## src/shared/rir_pkg.sv

```systemverilog
// Purpose: constants and carrier types of the restart interrupt unit
// Assumes: bus signals synchronous to sys_clk
// Notes: port numbers are the low address byte
package rir_pkg;
   localparam logic [7:0] CMD_PORT = 8'h02;
   localparam logic [7:0] VEC_PORT = 8'h03;
   localparam logic [15:0] VEC_RD_ADDR = 16'h0303;
   // command bit positions
   localparam int CMD_REINIT_BIT = 0;
   localparam int CMD_LOWSEL_BIT = 2;
   localparam int CMD_INTA_EN_BIT = 3;
   // request bit positions, highest priority at bit 0
   localparam int REQ_TMR1 = 0;
   localparam int REQ_TMR2 = 1;
   localparam int REQ_EXT = 2;
   localparam int REQ_TMR3 = 3;
   localparam int REQ_RX = 4;
   localparam int REQ_TX = 5;
   localparam int REQ_TMR4 = 6;
   localparam int REQ_LOW = 7;
   localparam int NUM_SRC = 8;
   // reset values, reinit pattern and opcode fill bits
   localparam logic [7:0] MASK_RST = 8'h00;
   localparam logic [7:0] REQ_RST = 8'h00;
   localparam logic [7:0] REINIT_REQ = 8'h20;
   localparam logic [7:0] VEC_IDLE = 8'hff;
   localparam logic [1:0] VEC_HI_ONES = 2'h3;
   localparam logic [2:0] VEC_LO_ONES = 3'h7;

   typedef struct packed {
      logic [15:0] addr;
      logic [7:0] dout;
      logic s_inp;
      logic s_out;
      logic s_inta;
      logic p_dbin;
      logic p_wr_n;
   } rir_bus_t;

   typedef struct packed {
      logic [4:0] timer_evt;
      logic ext_evt;
      logic rx_full_evt;
      logic tx_empty_evt;
      logic parallel_in_bit_seven;
   } rir_src_t;
endpackage

```

## src/rir_irq_unit.sv

```systemverilog
// Purpose: prioritised restart-opcode interrupt unit
// Assumes: bus strobes and sources are synchronous to sys_clk
// Notes: bus answers appear one clock after the strobes
//
// How it works
// - inta_response_enable set: acknowledge cycles get the vector on data-in
// - with it clear, acknowledge cycles cause no drive and no state change
// - lowest source is parallel bit seven when select is 0, else timer 5
// - soft_reinit pulses receiver search, marking line and timer clear
// - soft_reinit sets tx_empty_request and clears all other requests
// - soft_reinit written 0 does nothing; the bit self-clears after acting
// - vector always holds one of eight fixed restart opcodes
// - fixed priority from timer1 down; vector picks top unmasked request
// - vector read or acknowledge clears the encoded request, vector advances
// - vector reads all ones when nothing unmasked is pending
// - vector readable at port 03 regardless of inta_response_enable
// - mask bit 0 disables a source, 1 enables it
// - mask bits D0..D7 map to sources in priority order
// - requests latch while masked and wait for unmask or soft_reinit
// - pending sets pending_flag and drives interrupt pin low
// - boards chain grant out to next lower board's grant in
// - no acknowledge response while a higher board holds grant low
// - opcode is level_code in bits 5:3 with all other bits one
// - port read decodes address 0303, sINP and pDBIN all high
// - pending_flag is the or of enabled requests, falls when all serviced
`timescale 1ns/1ps
module rir_irq_unit #(
   parameter int NUM_TIMERS = 5
) (
   input wire logic sys_clk,
   input wire logic rst,
   input rir_pkg::rir_bus_t bus_i,
   input rir_pkg::rir_src_t src_i,
   input wire logic chain_grant_in,
   output logic [7:0] di_o,
   output logic di_oe_n,
   output logic int_n,
   output logic pending_flag,
   output logic chain_grant_out,
   output logic [7:0] req_latch_o,
   output logic rx_search_o,
   output logic serial_out_mark_o,
   output logic timer_clear_o,
   output logic soft_reinit_o
);
   import rir_pkg::*;

   if (NUM_TIMERS != 5) begin : g_chk
      $error("rir_irq_unit serves exactly five timers");
   end

   typedef struct packed {
      logic any;
      logic [2:0] lvl;
   } rir_enc_t;

   function automatic rir_enc_t rir_encode(input logic [7:0] act);
      rir_enc_t r;
      r.any = 1'b0;
      r.lvl = 3'h7;
      for (int i = NUM_SRC - 1; i >= 0; i--) begin
         if (act[i]) begin
            r.any = 1'b1;
            r.lvl = 3'(i);
         end
      end
      return r;
   endfunction

   function automatic logic [7:0] rir_opcode(input logic [2:0] lvl);
      return {VEC_HI_ONES, lvl, VEC_LO_ONES};
   endfunction

   logic [7:0] req_q;
   logic [7:0] mask_q;
   logic inta_en_q;
   logic low_sel_q;
   logic reinit_q;
   logic wr_prev_q;
   logic rd_prev_q;
   logic [2:0] cap_lvl_q;
   logic cap_any_q;
   logic [7:0] di_q;
   logic oe_n_q;
   logic int_n_q;
   logic pend_q;
   logic grant_q;
   logic rx_search_q;
   logic mark_q;
   logic tclr_q;

   logic [7:0] set_ev;
   logic [7:0] enabled;
   rir_enc_t enc;
   logic port_rd;
   logic inta_rd;
   logic rd_act;
   logic rd_start;
   logic rd_end;
   logic wr_act;
   logic wr_take;
   logic cmd_wr;
   logic mask_wr;
   logic [7:0] svc_clr;

   // source vector in priority order
   always_comb begin
      set_ev = 8'h00;
      set_ev[REQ_TMR1] = src_i.timer_evt[0];
      set_ev[REQ_TMR2] = src_i.timer_evt[1];
      set_ev[REQ_EXT] = src_i.ext_evt;
      set_ev[REQ_TMR3] = src_i.timer_evt[2];
      set_ev[REQ_RX] = src_i.rx_full_evt;
      set_ev[REQ_TX] = src_i.tx_empty_evt;
      set_ev[REQ_TMR4] = src_i.timer_evt[3];
      set_ev[REQ_LOW] = low_sel_q ? src_i.timer_evt[4] :
         src_i.parallel_in_bit_seven;
   end

   assign enabled = req_q & mask_q;
   assign enc = rir_encode(enabled);

   // bus decode
   assign port_rd = (bus_i.addr == VEC_RD_ADDR) && bus_i.s_inp &&
      bus_i.p_dbin;
   assign inta_rd = bus_i.s_inta && bus_i.p_dbin && inta_en_q &&
      chain_grant_in;
   assign rd_act = port_rd || inta_rd;
   assign rd_start = rd_act && !rd_prev_q;
   assign rd_end = rd_prev_q && !rd_act;
   assign wr_act = bus_i.s_out && !bus_i.p_wr_n;
   assign wr_take = wr_act && !wr_prev_q;
   assign cmd_wr = wr_take && (bus_i.addr[7:0] == CMD_PORT);
   assign mask_wr = wr_take && (bus_i.addr[7:0] == VEC_PORT);

   // request cleared at end of a read that carried a real request
   always_comb begin
      svc_clr = 8'h00;
      if (rd_end && cap_any_q) begin
         svc_clr[cap_lvl_q] = 1'b1;
      end
   end

   always_ff @(posedge sys_clk or posedge rst) begin
      if (rst) begin
         wr_prev_q <= 1'b0;
         rd_prev_q <= 1'b0;
      end else begin
         wr_prev_q <= wr_act;
         rd_prev_q <= rd_act;
      end
   end

   // command register
   always_ff @(posedge sys_clk or posedge rst) begin
      if (rst) begin
         inta_en_q <= 1'b0;
         low_sel_q <= 1'b0;
         reinit_q <= 1'b0;
      end else begin
         reinit_q <= 1'b0;
         if (cmd_wr) begin
            inta_en_q <= bus_i.dout[CMD_INTA_EN_BIT];
            low_sel_q <= bus_i.dout[CMD_LOWSEL_BIT];
            reinit_q <= bus_i.dout[CMD_REINIT_BIT];
         end
      end
   end

   always_ff @(posedge sys_clk or posedge rst) begin
      if (rst) begin
         mask_q <= MASK_RST;
      end else if (mask_wr) begin
         mask_q <= bus_i.dout;
      end
   end

   // request latch; new events win over any clear
   always_ff @(posedge sys_clk or posedge rst) begin
      if (rst) begin
         req_q <= REQ_RST;
      end else if (reinit_q) begin
         req_q <= REINIT_REQ | set_ev;
      end else begin
         req_q <= (req_q & ~svc_clr) | set_ev;
      end
   end

   // serial and timer side effects of soft_reinit
   always_ff @(posedge sys_clk or posedge rst) begin
      if (rst) begin
         rx_search_q <= 1'b0;
         mark_q <= 1'b0;
         tclr_q <= 1'b0;
      end else begin
         rx_search_q <= reinit_q;
         mark_q <= reinit_q;
         tclr_q <= reinit_q;
      end
   end

   // vector capture and bus drive
   always_ff @(posedge sys_clk or posedge rst) begin
      if (rst) begin
         cap_lvl_q <= 3'h7;
         cap_any_q <= 1'b0;
         di_q <= VEC_IDLE;
         oe_n_q <= 1'b1;
      end else begin
         oe_n_q <= !rd_act;
         if (rd_start) begin
            cap_lvl_q <= enc.lvl;
            cap_any_q <= enc.any;
            di_q <= enc.any ? rir_opcode(enc.lvl) : VEC_IDLE;
         end
      end
   end

   // pending, pin and chain
   always_ff @(posedge sys_clk or posedge rst) begin
      if (rst) begin
         pend_q <= 1'b0;
         int_n_q <= 1'b1;
         grant_q <= 1'b1;
      end else begin
         pend_q <= |enabled;
         int_n_q <= ~(|enabled);
         grant_q <= chain_grant_in && !(|enabled);
      end
   end

   assign di_o = di_q;
   assign di_oe_n = oe_n_q;
   assign int_n = int_n_q;
   assign pending_flag = pend_q;
   assign chain_grant_out = grant_q;
   assign req_latch_o = req_q;
   assign rx_search_o = rx_search_q;
   assign serial_out_mark_o = mark_q;
   assign timer_clear_o = tclr_q;
   assign soft_reinit_o = reinit_q;
endmodule

```

## config.mk

```make
export PLATFORM = sky130hd
export DESIGN_NAME = rir_irq_unit
export DESIGN_NICKNAME = d
export VERILOG_FILES = /design/src/shared/rir_pkg.sv /design/src/rir_irq_unit.sv
export SDC_FILE = /design/constraint.sdc
export NUM_CORES = 1
export LEC_CHECK = 0
export BUFFER_PORTS_ARGS = -buffer_cell sky130_fd_sc_hd__buf_2
export CAP_MARGIN = 0
export CELL_PAD_IN_SITES_DETAIL_PLACEMENT = 0
export CELL_PAD_IN_SITES_GLOBAL_PLACEMENT = 1
export CORE_MARGIN = 2
export CORE_UTILIZATION = 38
export DETAILED_ROUTE_END_ITERATION = 6
export GPL_ROUTABILITY_DRIVEN = 0
export PLACE_DENSITY_LB_ADDON = 0.1
export SLEW_MARGIN = 20
export SYNTH_ARGS = -nofsm -noshare
export SYNTH_HDL_FRONTEND = slang
export SYNTH_SLANG_ARGS = --single-unit
```

## constraint.sdc

```tcl
create_clock -name sys_clk -period 2.4 [get_ports sys_clk]
set_input_delay 0.12 -clock sys_clk [delete_from_list [all_inputs] [get_ports sys_clk]]
set_output_delay 0.12 -clock sys_clk [all_outputs]
set_load 0.03 [all_outputs]
```

**After elaboration in Yosys (flattened, before gate mapping)**

Cells that the tools add are included.

- Flip-flop bits (word level): 38
- Input port bits: 41
- Output and inout bits: 24
- Word-level logic and storage cells: 61

- Order comparisons: 2
- Equality and inequality tests: 3
- Muxes and demuxes: 15
- Bitwise gates (word level): 5
- Reductions and logical operators: 21

Operators with widths:

| cell | count |
|---|---|
| 2-to-1 mux 4 bit | 8 |
| AND 8 bit | 2 |
| == test 16 x 10 -> 1 bit, second input constant | 1 |
| == test 8 x 2 -> 1 bit, second input constant | 2 |
| 2-to-1 mux 8 bit | 2 |
| logical AND 1 bit | 14 |
| NOT 8 bit | 1 |
| bitwise OR 8 bit | 1 |
| OR reduction 8 bit | 1 |
| 2-to-1 mux 6 bit | 1 |
| zero test 1 bit | 5 |
| less-than comparator 3 x 4 -> 1 bit, second input constant | 1 |
| demux 1 bit (select 3 bit) | 1 |
| >= comparator 3 x 1 -> 1 bit, second input constant | 1 |
| 2-to-1 mux 1 bit | 3 |
| logical OR 1 bit | 1 |
| NOT 1 bit | 1 |

**Logic depth before layout (Yosys ltp)**

Gate-level depths: netlist (run 1).

- Depth in word-level cells: 12
- Gate-level depth with buffers: 5
- Gate-level depth less buffers: 4

**Worst setup path after synthesis (run 1)**

Ideal clock, no wire load.

- Kind: input port to flip-flop
- Start point: in bus_i[18] (netlist bit)
- End point: reg cap_any_q
- Library setup time: 0.125 ns
- Arrival: 1.327 ns
- Required time: 2.275 ns
- Path slack: 0.948 ns
- Cell stages on the path: 4
- Path buffers: 0
- Cells stage by stage: nor4_2 nand3_2 o31ai_4 mux2_4

- Cells in the longest elaborated chain, start to end: 5

RTL lines:

| item | line | source |
|---|---|---|
| start: declaration | rir_irq_unit.sv:32 | `input rir_pkg::rir_bus_t bus_i,` |
| == test 16 x 10 -> 1 bit | rir_irq_unit.sv:124 | `assign port_rd = (bus_i.addr == VEC_RD_ADDR) && bus_i.s_inp &&` |
| logical AND 1 bit (2 in series) | rir_irq_unit.sv:124 |  |
| logical OR 1 bit | rir_irq_unit.sv:128 | `assign rd_act = port_rd \|\| inta_rd;` |
| logical AND 1 bit | rir_irq_unit.sv:129 | `assign rd_start = rd_act && !rd_prev_q;` |
| end signal: assignment | rir_irq_unit.sv:213 | `cap_any_q <= enc.any;` |
| end: declaration | rir_irq_unit.sv:82 | `logic cap_any_q;` |

No other way between the ends.
A chain may end at the register's enable or synchronous reset.

**Final worst setup path (run 1)**

- Start point: in bus_i[18] (netlist bit)
- End point: reg mask_q[3]

- Cells in the longest elaborated chain, start to end: 2

RTL lines:

| item | line | source |
|---|---|---|
| == test 8 x 2 -> 1 bit | rir_irq_unit.sv:134 | `assign mask_wr = wr_take && (bus_i.addr[7:0] == VEC_PORT);` |
| logical AND 1 bit | rir_irq_unit.sv:134 |  |
| end signal: assignment | rir_irq_unit.sv:174 | `mask_q <= bus_i.dout;` |
| end: declaration | rir_irq_unit.sv:75 | `logic [7:0] mask_q;` |

No other way between the ends.

==> results of run 1 <==
timing repair:
action | in CTS | in global routing
setup endpoints to repair | 0 | 0
hold buffers | 1 | 0
hold endpoints to repair | 24 | 0
cell type report:
class / instances / area (µm²) / area share, %
Multi-Input combinational cell: 81 / 596 / 30.7
Clock buffer: 8 / 90.1 / 4.64
Inverter: 12 / 45.0 / 2.32
Tap cell: 50 / 62.6 / 3.22
Timing Repair Buffer: 61 / 313 / 16.1
Sequential cell: 33 / 837 / 43.1
synth_stat cells (all sizes together), types with 3 or more instances:
library cell,n,area share [%]
dfrtp,24,39
inv,12,2.9
mux2,11,8.4
buf,9,4.0
dfstp,9,15
nand2,8,2.0
mux2i,7,4.6
a21oi,6,2.0
nor2,6,1.5
nor3,5,1.6
a22oi,4,2.0
a31oi,4,1.6
a41oi,4,2.3
nand4,3,1.2
worst max-delay path by stage:
stage / to / slack, ns / depth (start not counted)
after floorplan: cap_any_q / 0.95 / 4
after global placement: cap_any_q / 0.69 / 5
after detailed placement: mask_q[3] / 0.68 / 5
after CTS: mask_q[3] / 0.98 / 5
after global routing: mask_q[3] / 0.86 / 5
final: mask_q[3] / 0.99 / 5
metrics by stage:
step / hold slack (ns) / total power [mW] / cells
after floorplan: 0.204 / 0.653 / 136
after global placement: 0.224 / 0.697 / 236
after detailed placement: 0.225 / 0.699 / 236
after CTS: 0.00302 / 1.12 / 245
after global routing: 0.0101 / 1.16 / 245
final: 0.0126 / 1.11 / 245
worst register-to-register path, delay by kind of cell, from the launching register on:
kind | cells | cell delay, ns
AO/OA/AOI/OAI | 1 | 0.53
multiplexers | 1 | 0.34
flip-flops | 1 | 0.42
registers in the layout (all words and copies together), names as in the netlist, 3 cells and up:
name,cells
cap_lvl_q,3
req_latch_o,8
mask_q,8
di_o,3
routing by layer:
layer / vias to the layer above / wire, µm
met5: - / 0
met4: 0 / 48
met3: 6 / 153
met2: 29 / 1760
met1: 567 / 1510
li1: 584 / -
kinds of logic (layout without fill, tap and decap cells):
group | count (synthesis) | count (layout) | share of synthesized area [%]
AOI/OAI and AO/OA | 25 | 25 | 12.0
muxes | 18 | 18 | 12.9
other | 1 | 5 | 0.245
DFF | 33 | 33 | 54.8
buffers and inverters | 22 | 81 | 7.21
and+or+nand+nor | 33 | 33 | 12.8
placed cells by master, fill, tap and decap left out, drive strengths merged:
cell type / instances
o21a: 1
dfrtp: 24
nand4: 3
nor4b: 2
o21ai: 2
nand2: 8
inv: 12
buf: 60
a21oi: 6
or2: 1
nor2b: 2
and2: 2
a21boi: 1
dfstp: 9
a41oi: 4
o31ai: 1
a31oi: 4
dlygate4sd3: 1
nor4bb: 1
mux2: 11
nor4: 1
a22oi: 4
clkbuf: 8
nand3: 1
a32oi: 2
nor2: 6
nand4bb: 1
mux2i: 7
nor3: 5
conb: 5
power by group through the flow:
| stage | Sequential, mW | Clock [mW] | Combinational, mW |
|---|---|---|---|
| floorplan | 0.604 | 0 | 0.0487 |
| global placement | 0.588 | 0 | 0.109 |
| detailed placement | 0.589 | 0 | 0.110 |
| CTS | 0.579 | 0.433 | 0.112 |
| global route | 0.580 | 0.458 | 0.124 |
| finish | 0.579 | 0.423 | 0.111 |
==> summary.txt, run 1 <==
OUTCOME
---------------------------------------------------------------------------------
Result of the run .................................................. finished, final reports clean

PLACED DESIGN
---------------------------------------------------------------------------------
Port-buffer cells ..................................................           59
Post-placement worst setup slack ...................................     0.676 ns
Final HPWL from detailed placement .................................      2720 µm
Post-Place Cell Area ...............................................  0.00184 mm²

CLOCK NETWORK
---------------------------------------------------------------------------------
CTS clock-pin slew for the worst setup and hold paths ..............      0.06 ns
TritonCTS Buffers ..................................................            5
Clock Sinks ........................................................           33
CTS root buffer ....................................................     clkbuf_8
Buffer count from post-CTS setup fixing ............................            0
H-tree Lvls ........................................................            2
Number of gates given a new drive strength after cts ...............            0
Maximum number of buffers from clock root to sink ..................            2
Clock tree from TritonCTS ..........................................         done
Source-to-sink clock delay at the later pin of the worst-skew pair .      0.29 ns

GRT
---------------------------------------------------------------------------------
GRT Residual Overflow ..............................................            0
Met3 layer usage reported by global route ..........................        5.50%
Vias in the first global route .....................................         1172
Initial antenna violation count ....................................            0
First-pass GRT wire length .........................................      5630 µm
GRT Util Overall ...................................................        17.2%
Peak-usage layer in the global routing report ......................         met2
Maximum number of pins on one net before global-route repair .......           34
Routing usage on met2 ..............................................        28.8%
Met1 usage .........................................................        20.9%

POWER AND IR DROP
---------------------------------------------------------------------------------
Part of the total power dissipated in the clock network ............        38.0%
NetSw ..............................................................     0.261 mW
Int Pwr ............................................................     0.851 mW
Power per standard cell area .......................................   573 mW/mm²
Peak supply drop ...................................................   0.000319 V
Share of total power consumed by net switching .....................        23.5%
Combinational Power Share ..........................................        10.0%
Leakage power total ................................................     0.931 nW
Register share of total power ......................................        52.0%

TIMING
---------------------------------------------------------------------------------
Max frequency ......................................................      709 MHz
Minimum clock period after layout ..................................      1.41 ns
Max-slew violation count ...........................................            0
RSZ-0062 raised after global routing ...............................           no
Headroom to the max-slew limit .....................................        65.5%
Maximum clock skew at final layout .................................    0.0109 ns
Setup violators final ..............................................            0
Final Cycle Share ..................................................        58.7%
Measured slew at the worst slew-check pin ..........................     0.517 ns
Final hold violation count .........................................            0
Setup total negative slack .........................................         0 ns
Setup WS post-layout ...............................................     0.990 ns

WORST SETUP PATH
---------------------------------------------------------------------------------
Slowest-stage cell, CP .............................................    nand4bb_1
Setup slack of the most critical reg-to-reg path ...................      1.00 ns
CP peak stage delay ................................................      0.49 ns
Category of the most critical setup path ...........................    in -> reg
Buf+Inv Stages, Crit Path ..........................................            1
Path depth of the worst reg2reg path ...............................            2
Data required, critical path .......................................      2.57 ns
Endpoint arrival time on the critical path .........................      1.58 ns
CP Launch Type .....................................................   input port
Worst flop-to-flop path endpoint ...................................    cap_any_q
Gate family responsible for the most delay along the worst path .... simple AND/OR/NAND/NOR gates
Element type at the critical path end ..............................         flop
List of cells traversed by the critical path ....................... buf_2 -> nor4_2 -> nand3_2 -> nand4bb_1 -> mux2_2
Crit path max fanout ...............................................            8
Startpoint of the worst-slack reg-to-reg timing path ...............    rd_prev_q
Critical path launch point .........................................    bus_i[18]

SYNTHESIS
---------------------------------------------------------------------------------
Seq/Total Area, Yosys ..............................................        54.8%
Mapped cell area ...................................................  0.00153 mm²
Fraction of synthesis flops using an asynchronous set or reset pin .         100%
Synth Warn # .......................................................            0
Library cells used by synthesis ....................................           33
Synthesized instance count .........................................          132
Most common flop cell mapped by yosys ..............................      dfrtp_1
Number of synthesized flops with an enable pin .....................            0
Number of synthesized register bits ................................           33
Average cell area after synthesis ..................................     11.6 µm²

LAYOUT
---------------------------------------------------------------------------------
Finished Core Util .................................................        49.3%
Layout area overhead ...............................................        27.2%
Final Net Count ....................................................          235
Number of inserted filler cells in the final layout ................          368
Final std cell area, no fill .......................................  0.00194 mm²
Fraction of final layout cells sized beyond drive strength 1 .......        46.7%
Ant. Diodes ........................................................            0

DETAILED ROUTING
---------------------------------------------------------------------------------
Number of iterations in the first detailed-routing pass ............            4
Number of vias in the routed layout ................................         1186
Ratio of routed vias to standard cells .............................         4.84
Number of antenna-violating nets in the routed design ..............            0
Routed WL per cell .................................................      14.2 µm
Violation count after the first detailed-routing iteration .........           45
Overall routed net length ..........................................      3470 µm
DRC Markers ........................................................            0

FLOORPLAN
---------------------------------------------------------------------------------
Initial core utilization ...........................................        38.7%
Width of the chip ..................................................      67.4 µm
Total Die Area .....................................................  0.00454 mm²
Standard-cell row count ............................................           23
Area of the core ...................................................  0.00394 mm²
Vert. Die Dim ......................................................      67.4 µm
Count of pins on the block boundary ................................           65

WORST HOLD PATH
---------------------------------------------------------------------------------
Launch instance of the worst min-delay path ........................     bus_i[0]
Hold Path Depth ....................................................            2
Hold Path Class ....................................................    in -> reg
Endpoint, Worst Hold ...............................................    wr_prev_q

RUN
---------------------------------------------------------------------------------
Max Cap Violations .................................................            0

Power figures use the tool's default switching activity.
==> inputs of run 2 (changes only) <==
- ABC_AREA: not set -> 1
- CORE_UTILIZATION: 38 -> 34
- clock period: 2.4 -> 1.4 ns (I/O delays scaled with it)
==> run 2 against run 1 <==
First-iteration DRC count rose by 2.2%. Setup slack worse by 0.89 ns. Clock skew fell by 0.0013 ns. Via count is 26% higher. Utilization is 2.4 points lower. Flip-flop and latch count unchanged. Critical path depth increased by 2. Power increased by 94%. Highest routed layer unchanged.
==> summary.txt, run 2 <==
OUTCOME
---------------------------------------------------------------------------------
Result of the run .................................................. finished, final reports clean

POWER AND IR DROP
---------------------------------------------------------------------------------
Share of total power consumed by net switching .....................        22.6%   -0.90 points
Part of the total power dissipated in the clock network ............        42.5%   +4.5 points
Leakage power total ................................................      1.25 nW   +34%
Power per standard cell area .......................................   972 mW/mm²   +70%
Peak supply drop ...................................................   0.000577 V   +81%
Combinational Power Share ..........................................        10.4%   +0.4 points
NetSw ..............................................................     0.487 mW   +86%
Register share of total power ......................................        47.0%   -5.0 points
Int Pwr ............................................................      1.67 mW   +96%

SYNTHESIS
---------------------------------------------------------------------------------
Mapped cell area ...................................................  0.00166 mm²   +8.5%
Post-synthesis compound-gate area fraction .........................        3.32%   -8.7 points
Average cell area after synthesis ..................................     8.13 µm²   -30%
Post-Synth Simple-Gate Area ........................................        34.4%   +22 points
Seq/Total Area, Yosys ..............................................        50.5%   -4.3 points
Number of synthesized flops with an enable pin .....................            0   unchanged
Combinational family with the most area after synthesis ............ simple AND/OR/NAND/NOR gates
Synthesized-area fraction occupied by xor and xnor cells ...........           0%   unchanged
Number of synthesized register bits ................................           33   unchanged
Most common flop cell mapped by yosys ..............................      dfrtp_1
Largest area contributor in the synthesized netlist ................      dfrtp_1
Fraction of synthesis flops using an asynchronous set or reset pin .         100%   unchanged
Dominant cells by area after synthesis ............................. dfrtp_1 (36%), dfstp_2 (14%), nand2_1 (14%)
Area share of the leading cell type in the synthesized netlist .....        36.2%   -3.1 points
Area share of fa/ha/maj cells after synthesis ......................           0%   unchanged
Synth Warn # .......................................................            0   unchanged
Synth cell count leaders ........................................... nand2_1 (62), inv_1 (32), dfrtp_1 (24)
Synthesized instance count .........................................          204   +55%
Multiplexer share of the synthesized area ..........................       0.604%   -12 points
Library cells used by synthesis ....................................           26   -21%
Most frequent cell after synthesis .................................      nand2_1

CLOCK NETWORK
---------------------------------------------------------------------------------
Clock tree from TritonCTS ..........................................         done
CTS clock-pin slew for the worst setup and hold paths ..............      0.07 ns   about the same
TritonCTS Buffers ..................................................            5   unchanged
Number of gates given a new drive strength after cts ...............            0   unchanged
Source-to-sink clock delay at the later pin of the worst-skew pair .      0.28 ns   about the same
H-tree Lvls ........................................................            2   unchanged
Clock Sinks ........................................................           33   unchanged
CTS root buffer ....................................................     clkbuf_8
Maximum number of buffers from clock root to sink ..................            2   unchanged

TIMING
---------------------------------------------------------------------------------
Final hold violation count .........................................            0   unchanged
Setup WS post-layout ...............................................    0.0961 ns   -0.894 ns
Minimum clock period after layout ..................................      1.30 ns
Final Cycle Share ..................................................        93.1%
RSZ-0062 raised after global routing ...............................           no
Hold Worst Slack ...................................................    0.0179 ns   +0.00528 ns
Setup total negative slack .........................................         0 ns   unchanged
Max-slew violation count ...........................................            0   unchanged
Max frequency ......................................................      767 MHz
Maximum clock skew at final layout .................................   0.00958 ns   -0.00129 ns
Setup violators final ..............................................            0   unchanged

DETAILED ROUTING
---------------------------------------------------------------------------------
Number of antenna-violating nets in the routed design ..............            0   unchanged
Ratio of routed vias to standard cells .............................         4.33   -11%
DRC Markers ........................................................            0   unchanged
Violation count after the first detailed-routing iteration .........           46   +2.2%
Overall routed net length ..........................................      3870 µm   +11%
Routed WL per cell .................................................      11.2 µm   -21%
Number of iterations in the first detailed-routing pass ............            4   unchanged
Number of vias in the routed layout ................................         1490   +26%

PLACED DESIGN
---------------------------------------------------------------------------------
Dpl cells ..........................................................          326   +38%
Port-buffer cells ..................................................           59   unchanged
Final HPWL from detailed placement .................................      2920 µm   +7.7%
Post-placement worst setup slack ...................................     0.169 ns   -0.507 ns

WORST SETUP PATH
---------------------------------------------------------------------------------
Crit path max fanout ...............................................           10   +2
Setup slack of the most critical reg-to-reg path ...................      0.16 ns   -0.84 ns
Worst flop-to-flop path endpoint ................................... req_latch_o[3]
Critical path capture point ........................................    cap_any_q
Element type at the critical path end ..............................         flop
Data required, critical path .......................................      1.57 ns   -1.00 ns
Endpoint arrival time on the critical path .........................      1.47 ns   -0.11 ns
CP Launch Type .....................................................   input port
Category of the most critical setup path ...........................    in -> reg
Critical path launch point ......................................... chain_grant_in
Path depth of the worst reg2reg path ...............................            5   +3
Startpoint of the worst-slack reg-to-reg timing path ............... cap_lvl_q[0]

FLOORPLAN
---------------------------------------------------------------------------------
Width of the chip ..................................................      73.8 µm   +9.5%
Vert. Die Dim ......................................................      73.8 µm   +9.5%
Initial core utilization ...........................................        35.1%   -3.7 points
Count of pins on the block boundary ................................           65   unchanged
Area of the core ...................................................  0.00472 mm²   +20%
Standard-cell row count ............................................           25   +8.7%
Total Die Area .....................................................  0.00545 mm²   +20%

LAYOUT
---------------------------------------------------------------------------------
Most common cell after layout, fill and taps aside .................      nand2_1
Highest-count cells in the layout ignoring fill and taps ........... nand2_1 (62), buf_2 (59), inv_1 (32)
Post-Layout Cell Count .............................................          344   +40%
Final Net Count ....................................................          317   +35%
Layout area overhead ...............................................        33.6%
Ant. Diodes ........................................................            0   unchanged
Number of inserted filler cells in the final layout ................          489   +33%
Finished Core Util .................................................        46.9%   -2.4 points
Fraction of final layout cells sized beyond drive strength 1 .......        32.1%   -15 points

GRT
---------------------------------------------------------------------------------
Initial antenna violation count ....................................            0   unchanged
GRT Util Overall ...................................................        15.7%   -1.6 points
First-pass GRT wire length .........................................      6420 µm   +14%
Maximum number of pins on one net before global-route repair .......           34   unchanged
Vias in the first global route .....................................         1413   +21%
GRT Residual Overflow ..............................................            0   unchanged

WORST HOLD PATH
---------------------------------------------------------------------------------
Hold Path Class ....................................................    in -> reg

RUN
---------------------------------------------------------------------------------
Max Cap Violations .................................................            0   unchanged

==> run 2: changes by cell type after synthesis, moves of 6 or more <==
cell     change
nor2_1      +14
nand4_1      +6
mux2i_1      -6
inv_1       +20
nand3_1      +7
mux2_2      -10
nand2_1     +54
==> run 2: cell families after synthesis <==
kind of cell,after synthesis
and+or+nand+nor,118
buffers and inverters,41
DFF,33
AOI/OAI and AO/OA,10
muxes,1
other,1
==> run 2: layer usage <==
layer / up-vias / GRT usage [%] / wire length [µm]
li1: 766 / - / -
met1: 688 / 19.3 / 1760
met2: 31 / 26.7 / 1950
met3: 5 / 3.84 / 129
met4: 0 / 5.45 / 36
met5: - / 0 / 0
==> run 2: power by group through the flow <==
stage | logic (mW) | clock network [mW] | registers [mW]
final | 0.225 | 0.916 | 1.01
after global routing | 0.254 | 0.984 | 1.02
after CTS | 0.228 | 0.950 | 1.01
after detailed placement | 0.206 | 0 | 1.03
after global placement | 0.206 | 0 | 1.03
after floorplan | 0.111 | 0 | 1.04
==> run 2: what timing repair did <==
action	in CTS	in global routing
hold endpoints to repair	33	0
buffers inserted	0	0
hold buffers	10	0
==> run 2: cell type report <==
type                       instances  area [µm²]  share of cell area, %
clock inverter                     1        30.0                   1.36
inverter                          32         120                   5.42
multi-input combinational        134         654                   29.5
timing repair buffer              70         403                   18.2
sequential                        33         837                   37.8
clock buffer                       7        86.3                   3.90
tap                               67        83.8                   3.79
==> run 2: worst min path at each step <==
stage              start           end  slack, ns  depth (start not counted)
2_1_floorplan   bus_i[0]     wr_prev_q       0.14                          1
3_3_place_gp         rst  pending_flag       0.19                          3
3_5_place_dp         rst  pending_flag       0.19                          3
4_1_cts         bus_i[6]     mask_q[1]      0.006                          3
5_1_grt        bus_i[11]     mask_q[6]       0.03                          3
6_report        bus_i[6]     mask_q[1]       0.02                          3
==> run 2: critical path, stage by stage <==
cell and delay (ns):
dlygate4sd3_1 0.52, buf_2 0.12, nand4_2 0.34, nand2_8 0.22, nand2_4 0.09, nand2_1 0.07, nand2_1 0.04
==> run 2: metrics by stage <==
step,power [mW],area [µm²]
after floorplan,1.15,1670
after global routing,2.25,2210
after global placement,1.23,2000
final,2.15,2210
after CTS,2.19,2210
after detailed placement,1.23,2000
==> inputs of run 3 (changes only) <==
- CORE_UTILIZATION: 34 -> 37
- PLACE_DENSITY: not set -> 0.86
- PLACE_DENSITY_LB_ADDON: 0.1 -> not set
- clock period: 1.4 -> 1.5 ns (I/O delays scaled with it)
==> run 3 against run 2 <==
Via count decreased by 0.54%. Clock power decreased by 20%. Clock-buffer cell count unchanged. Worst hold slack got worse by 0.0023 ns. Largest power group unchanged. Highest routed layer unchanged.
==> summary.txt, run 3 (same netlist as run 2, synthesis figures left out) <==
OUTCOME
---------------------------------------------------------------------------------
Result of the run .................................................. finished, final reports clean

POWER AND IR DROP
---------------------------------------------------------------------------------
Leakage power total ................................................      1.24 nW   -0.34%
Post-route total power .............................................      1.89 mW   -12%
Peak supply drop ...................................................   0.000363 V   -37%
Power per standard cell area .......................................   865 mW/mm²   -11%

WORST HOLD PATH
---------------------------------------------------------------------------------
Hold Path Class ....................................................    in -> reg
Launch instance of the worst min-delay path ........................    bus_i[11]
Endpoint, Worst Hold ...............................................    mask_q[6]
Hold Path Depth ....................................................            3   unchanged

WORST SETUP PATH
---------------------------------------------------------------------------------
Worst flop-to-flop path endpoint ...................................    cap_any_q
Element type at the critical path end ..............................         flop
Critical path launch point .........................................     bus_i[0]
CP Launch Type .....................................................   input port
Category of the most critical setup path ...........................    in -> reg
Slowest-stage cell, CP ............................................. dlygate4sd3_1
Buf+Inv Stages, Crit Path ..........................................            2   unchanged
Startpoint of the worst-slack reg-to-reg timing path ............... req_latch_o[2]
List of cells traversed by the critical path ....................... dlygate4sd3_1 -> buf_2 -> nor3_4 -> nand4_1 -> nand2_1 -> o21ai_1
Crit path max fanout ...............................................            6   -4
Setup slack of the most critical reg-to-reg path ...................      0.24 ns   +0.08 ns
Gate family responsible for the most delay along the worst path .... buffers and inverters
Data required, critical path .......................................      1.66 ns   +0.09 ns
CP peak stage delay ................................................      0.54 ns   +0.02 ns
Path depth of the worst reg2reg path ...............................            6   +1
Endpoint arrival time on the critical path .........................      1.51 ns   +0.04 ns

CLOCK NETWORK
---------------------------------------------------------------------------------
CTS root buffer ....................................................     clkbuf_8
Clock tree from TritonCTS ..........................................         done
Number of gates given a new drive strength after cts ...............            0   unchanged
H-tree Lvls ........................................................            2   unchanged
Source-to-sink clock delay at the later pin of the worst-skew pair .      0.28 ns   about the same
Buffer count from post-CTS setup fixing ............................            0   unchanged
Clock Sinks ........................................................           33   unchanged
Maximum number of buffers from clock root to sink ..................            2   unchanged
CTS clock-pin slew for the worst setup and hold paths ..............      0.07 ns   about the same
TritonCTS Buffers ..................................................            5   unchanged

LAYOUT
---------------------------------------------------------------------------------
Most common cell after layout, fill and taps aside .................      nand2_1
Ant. Diodes ........................................................            0   unchanged
Post-Layout Cell Count .............................................          329   -4.4%
Finished Core Util .................................................        50.4%   +3.5 points
Final std cell area, no fill .......................................  0.00218 mm²   -1.5%
Fraction of final layout cells sized beyond drive strength 1 .......        32.5%   +0.36 points
Highest-count cells in the layout ignoring fill and taps ........... nand2_1 (62), buf_2 (59), inv_1 (32)
Number of inserted filler cells in the final layout ................          458   -6.3%
Layout area overhead ...............................................        31.5%
Final Net Count ....................................................          317   unchanged

TIMING
---------------------------------------------------------------------------------
Setup violators final ..............................................            0   unchanged
Final hold violation count .........................................            0   unchanged
Final Cycle Share ..................................................        89.5%
Setup total negative slack .........................................         0 ns   unchanged
Max-slew violation count ...........................................            0   unchanged
Maximum clock skew at final layout .................................   0.00827 ns   -0.00131 ns
Minimum clock period after layout ..................................      1.34 ns
RSZ-0062 raised after global routing ...............................           no
Hold Worst Slack ...................................................    0.0156 ns   -0.00225 ns
Max frequency ......................................................      745 MHz
Setup WS post-layout ...............................................     0.157 ns   +0.0611 ns

DETAILED ROUTING
---------------------------------------------------------------------------------
Number of iterations in the first detailed-routing pass ............            5   +1
Number of antenna-violating nets in the routed design ..............            0   unchanged
Overall routed net length ..........................................      3680 µm   -5.0%
Detailed-routing wirelength on met1 ................................      1680 µm   -4.2%
Metal2 WL ..........................................................      1730 µm   -11%
Number of vias in the routed layout ................................         1482   -0.54%
DRC Markers ........................................................            0   unchanged
Routed WL per cell .................................................      11.2 µm   -0.68%
Met3 Routed Length .................................................       243 µm   +88%
Max Used Layer .....................................................         met4
Violation count after the first detailed-routing iteration .........           70   +52%
Ratio of routed vias to standard cells .............................         4.50   +4.0%

GRT
---------------------------------------------------------------------------------
GRT Util Overall ...................................................        16.2%   +0.55 points
Vias in the first global route .....................................         1449   +2.5%
Maximum number of pins on one net before global-route repair .......           34   unchanged
GRT Residual Overflow ..............................................            0   unchanged
First-pass GRT wire length .........................................      6450 µm   +0.53%
Initial antenna violation count ....................................            0   unchanged

FLOORPLAN
---------------------------------------------------------------------------------
Area of the core ...................................................  0.00432 mm²   -8.5%
Standard-cell row count ............................................           24   -4.0%
Count of pins on the block boundary ................................           65   unchanged
Initial core utilization ...........................................        38.3%   +3.2 points
Vert. Die Dim ......................................................      70.9 µm   -3.9%
Total Die Area .....................................................  0.00503 mm²   -7.7%
Width of the chip ..................................................      70.9 µm   -3.9%

RUN
---------------------------------------------------------------------------------
Max Cap Violations .................................................            0   unchanged

PLACED DESIGN
---------------------------------------------------------------------------------
Dpl cells ..........................................................          311   -4.6%
Final HPWL from detailed placement .................................      2810 µm   -3.9%
Post-Place Cell Area ...............................................  0.00198 mm²   -0.94%
Port-buffer cells ..................................................           59   unchanged
Post-placement worst setup slack ...................................     0.254 ns   +0.0844 ns

## run 3: cell types whose count changed in the layout (fill, tap and decap cells not counted)
cell,delta
bufinv_16,-1
clkbuf_1,-1
clkbuf_8,+1
clkinv_2,+1
## run 3: layer usage
| metal | track usage, % | vias up |
|---|---|---|
| li1 | - | 764 |
| met1 | 21.4 | 668 |
| met2 | 26.3 | 47 |
| met3 | 4.27 | 3 |
| met4 | 5.03 | 0 |
| met5 | 0 | - |
## run 3: how the worst max path moves through the flow
stage,endpoint,slack (ns),depth (start not counted)
2_1_floorplan,cap_any_q,0.32,6
4_1_cts,inta_en_q,0.17,6
3_3_place_gp,inta_en_q,0.24,4
3_5_place_dp,cap_any_q,0.25,6
5_1_grt,inta_en_q,0.001,6
6_report,low_sel_q,0.16,6
## run 3: timing repair
item | CTS | global route
hold endpoints to repair | 33 | 0
hold buffers | 10 | 0
endpoints found under the setup margin | 0 | 1
## run 3: worst min-delay path, cell delays in order
cell and delay (ns):
buf_2 0.08, nand3_1 0.06, nand2_1 0.06
## run 3: cell type report
class	instances	area (µm²)	area share (%)
clock inverters	1	5.00	0.229
repair buffers	70	403	18.5
clock buffers	7	96.3	4.42
multi-input cells	134	654	30.0
flip-flops and latches	33	837	38.4
inverters	32	120	5.51
well taps	52	65.1	2.98
## run 3: report_power, final
group,total (mW),switching [mW],leakage [nW],internal [mW]
clock network,0.733,0.318,0.0542,0.415
registers,0.945,0.0198,0.375,0.925
logic,0.210,0.121,0.813,0.0884
total,1.89,0.459,1.24,1.43
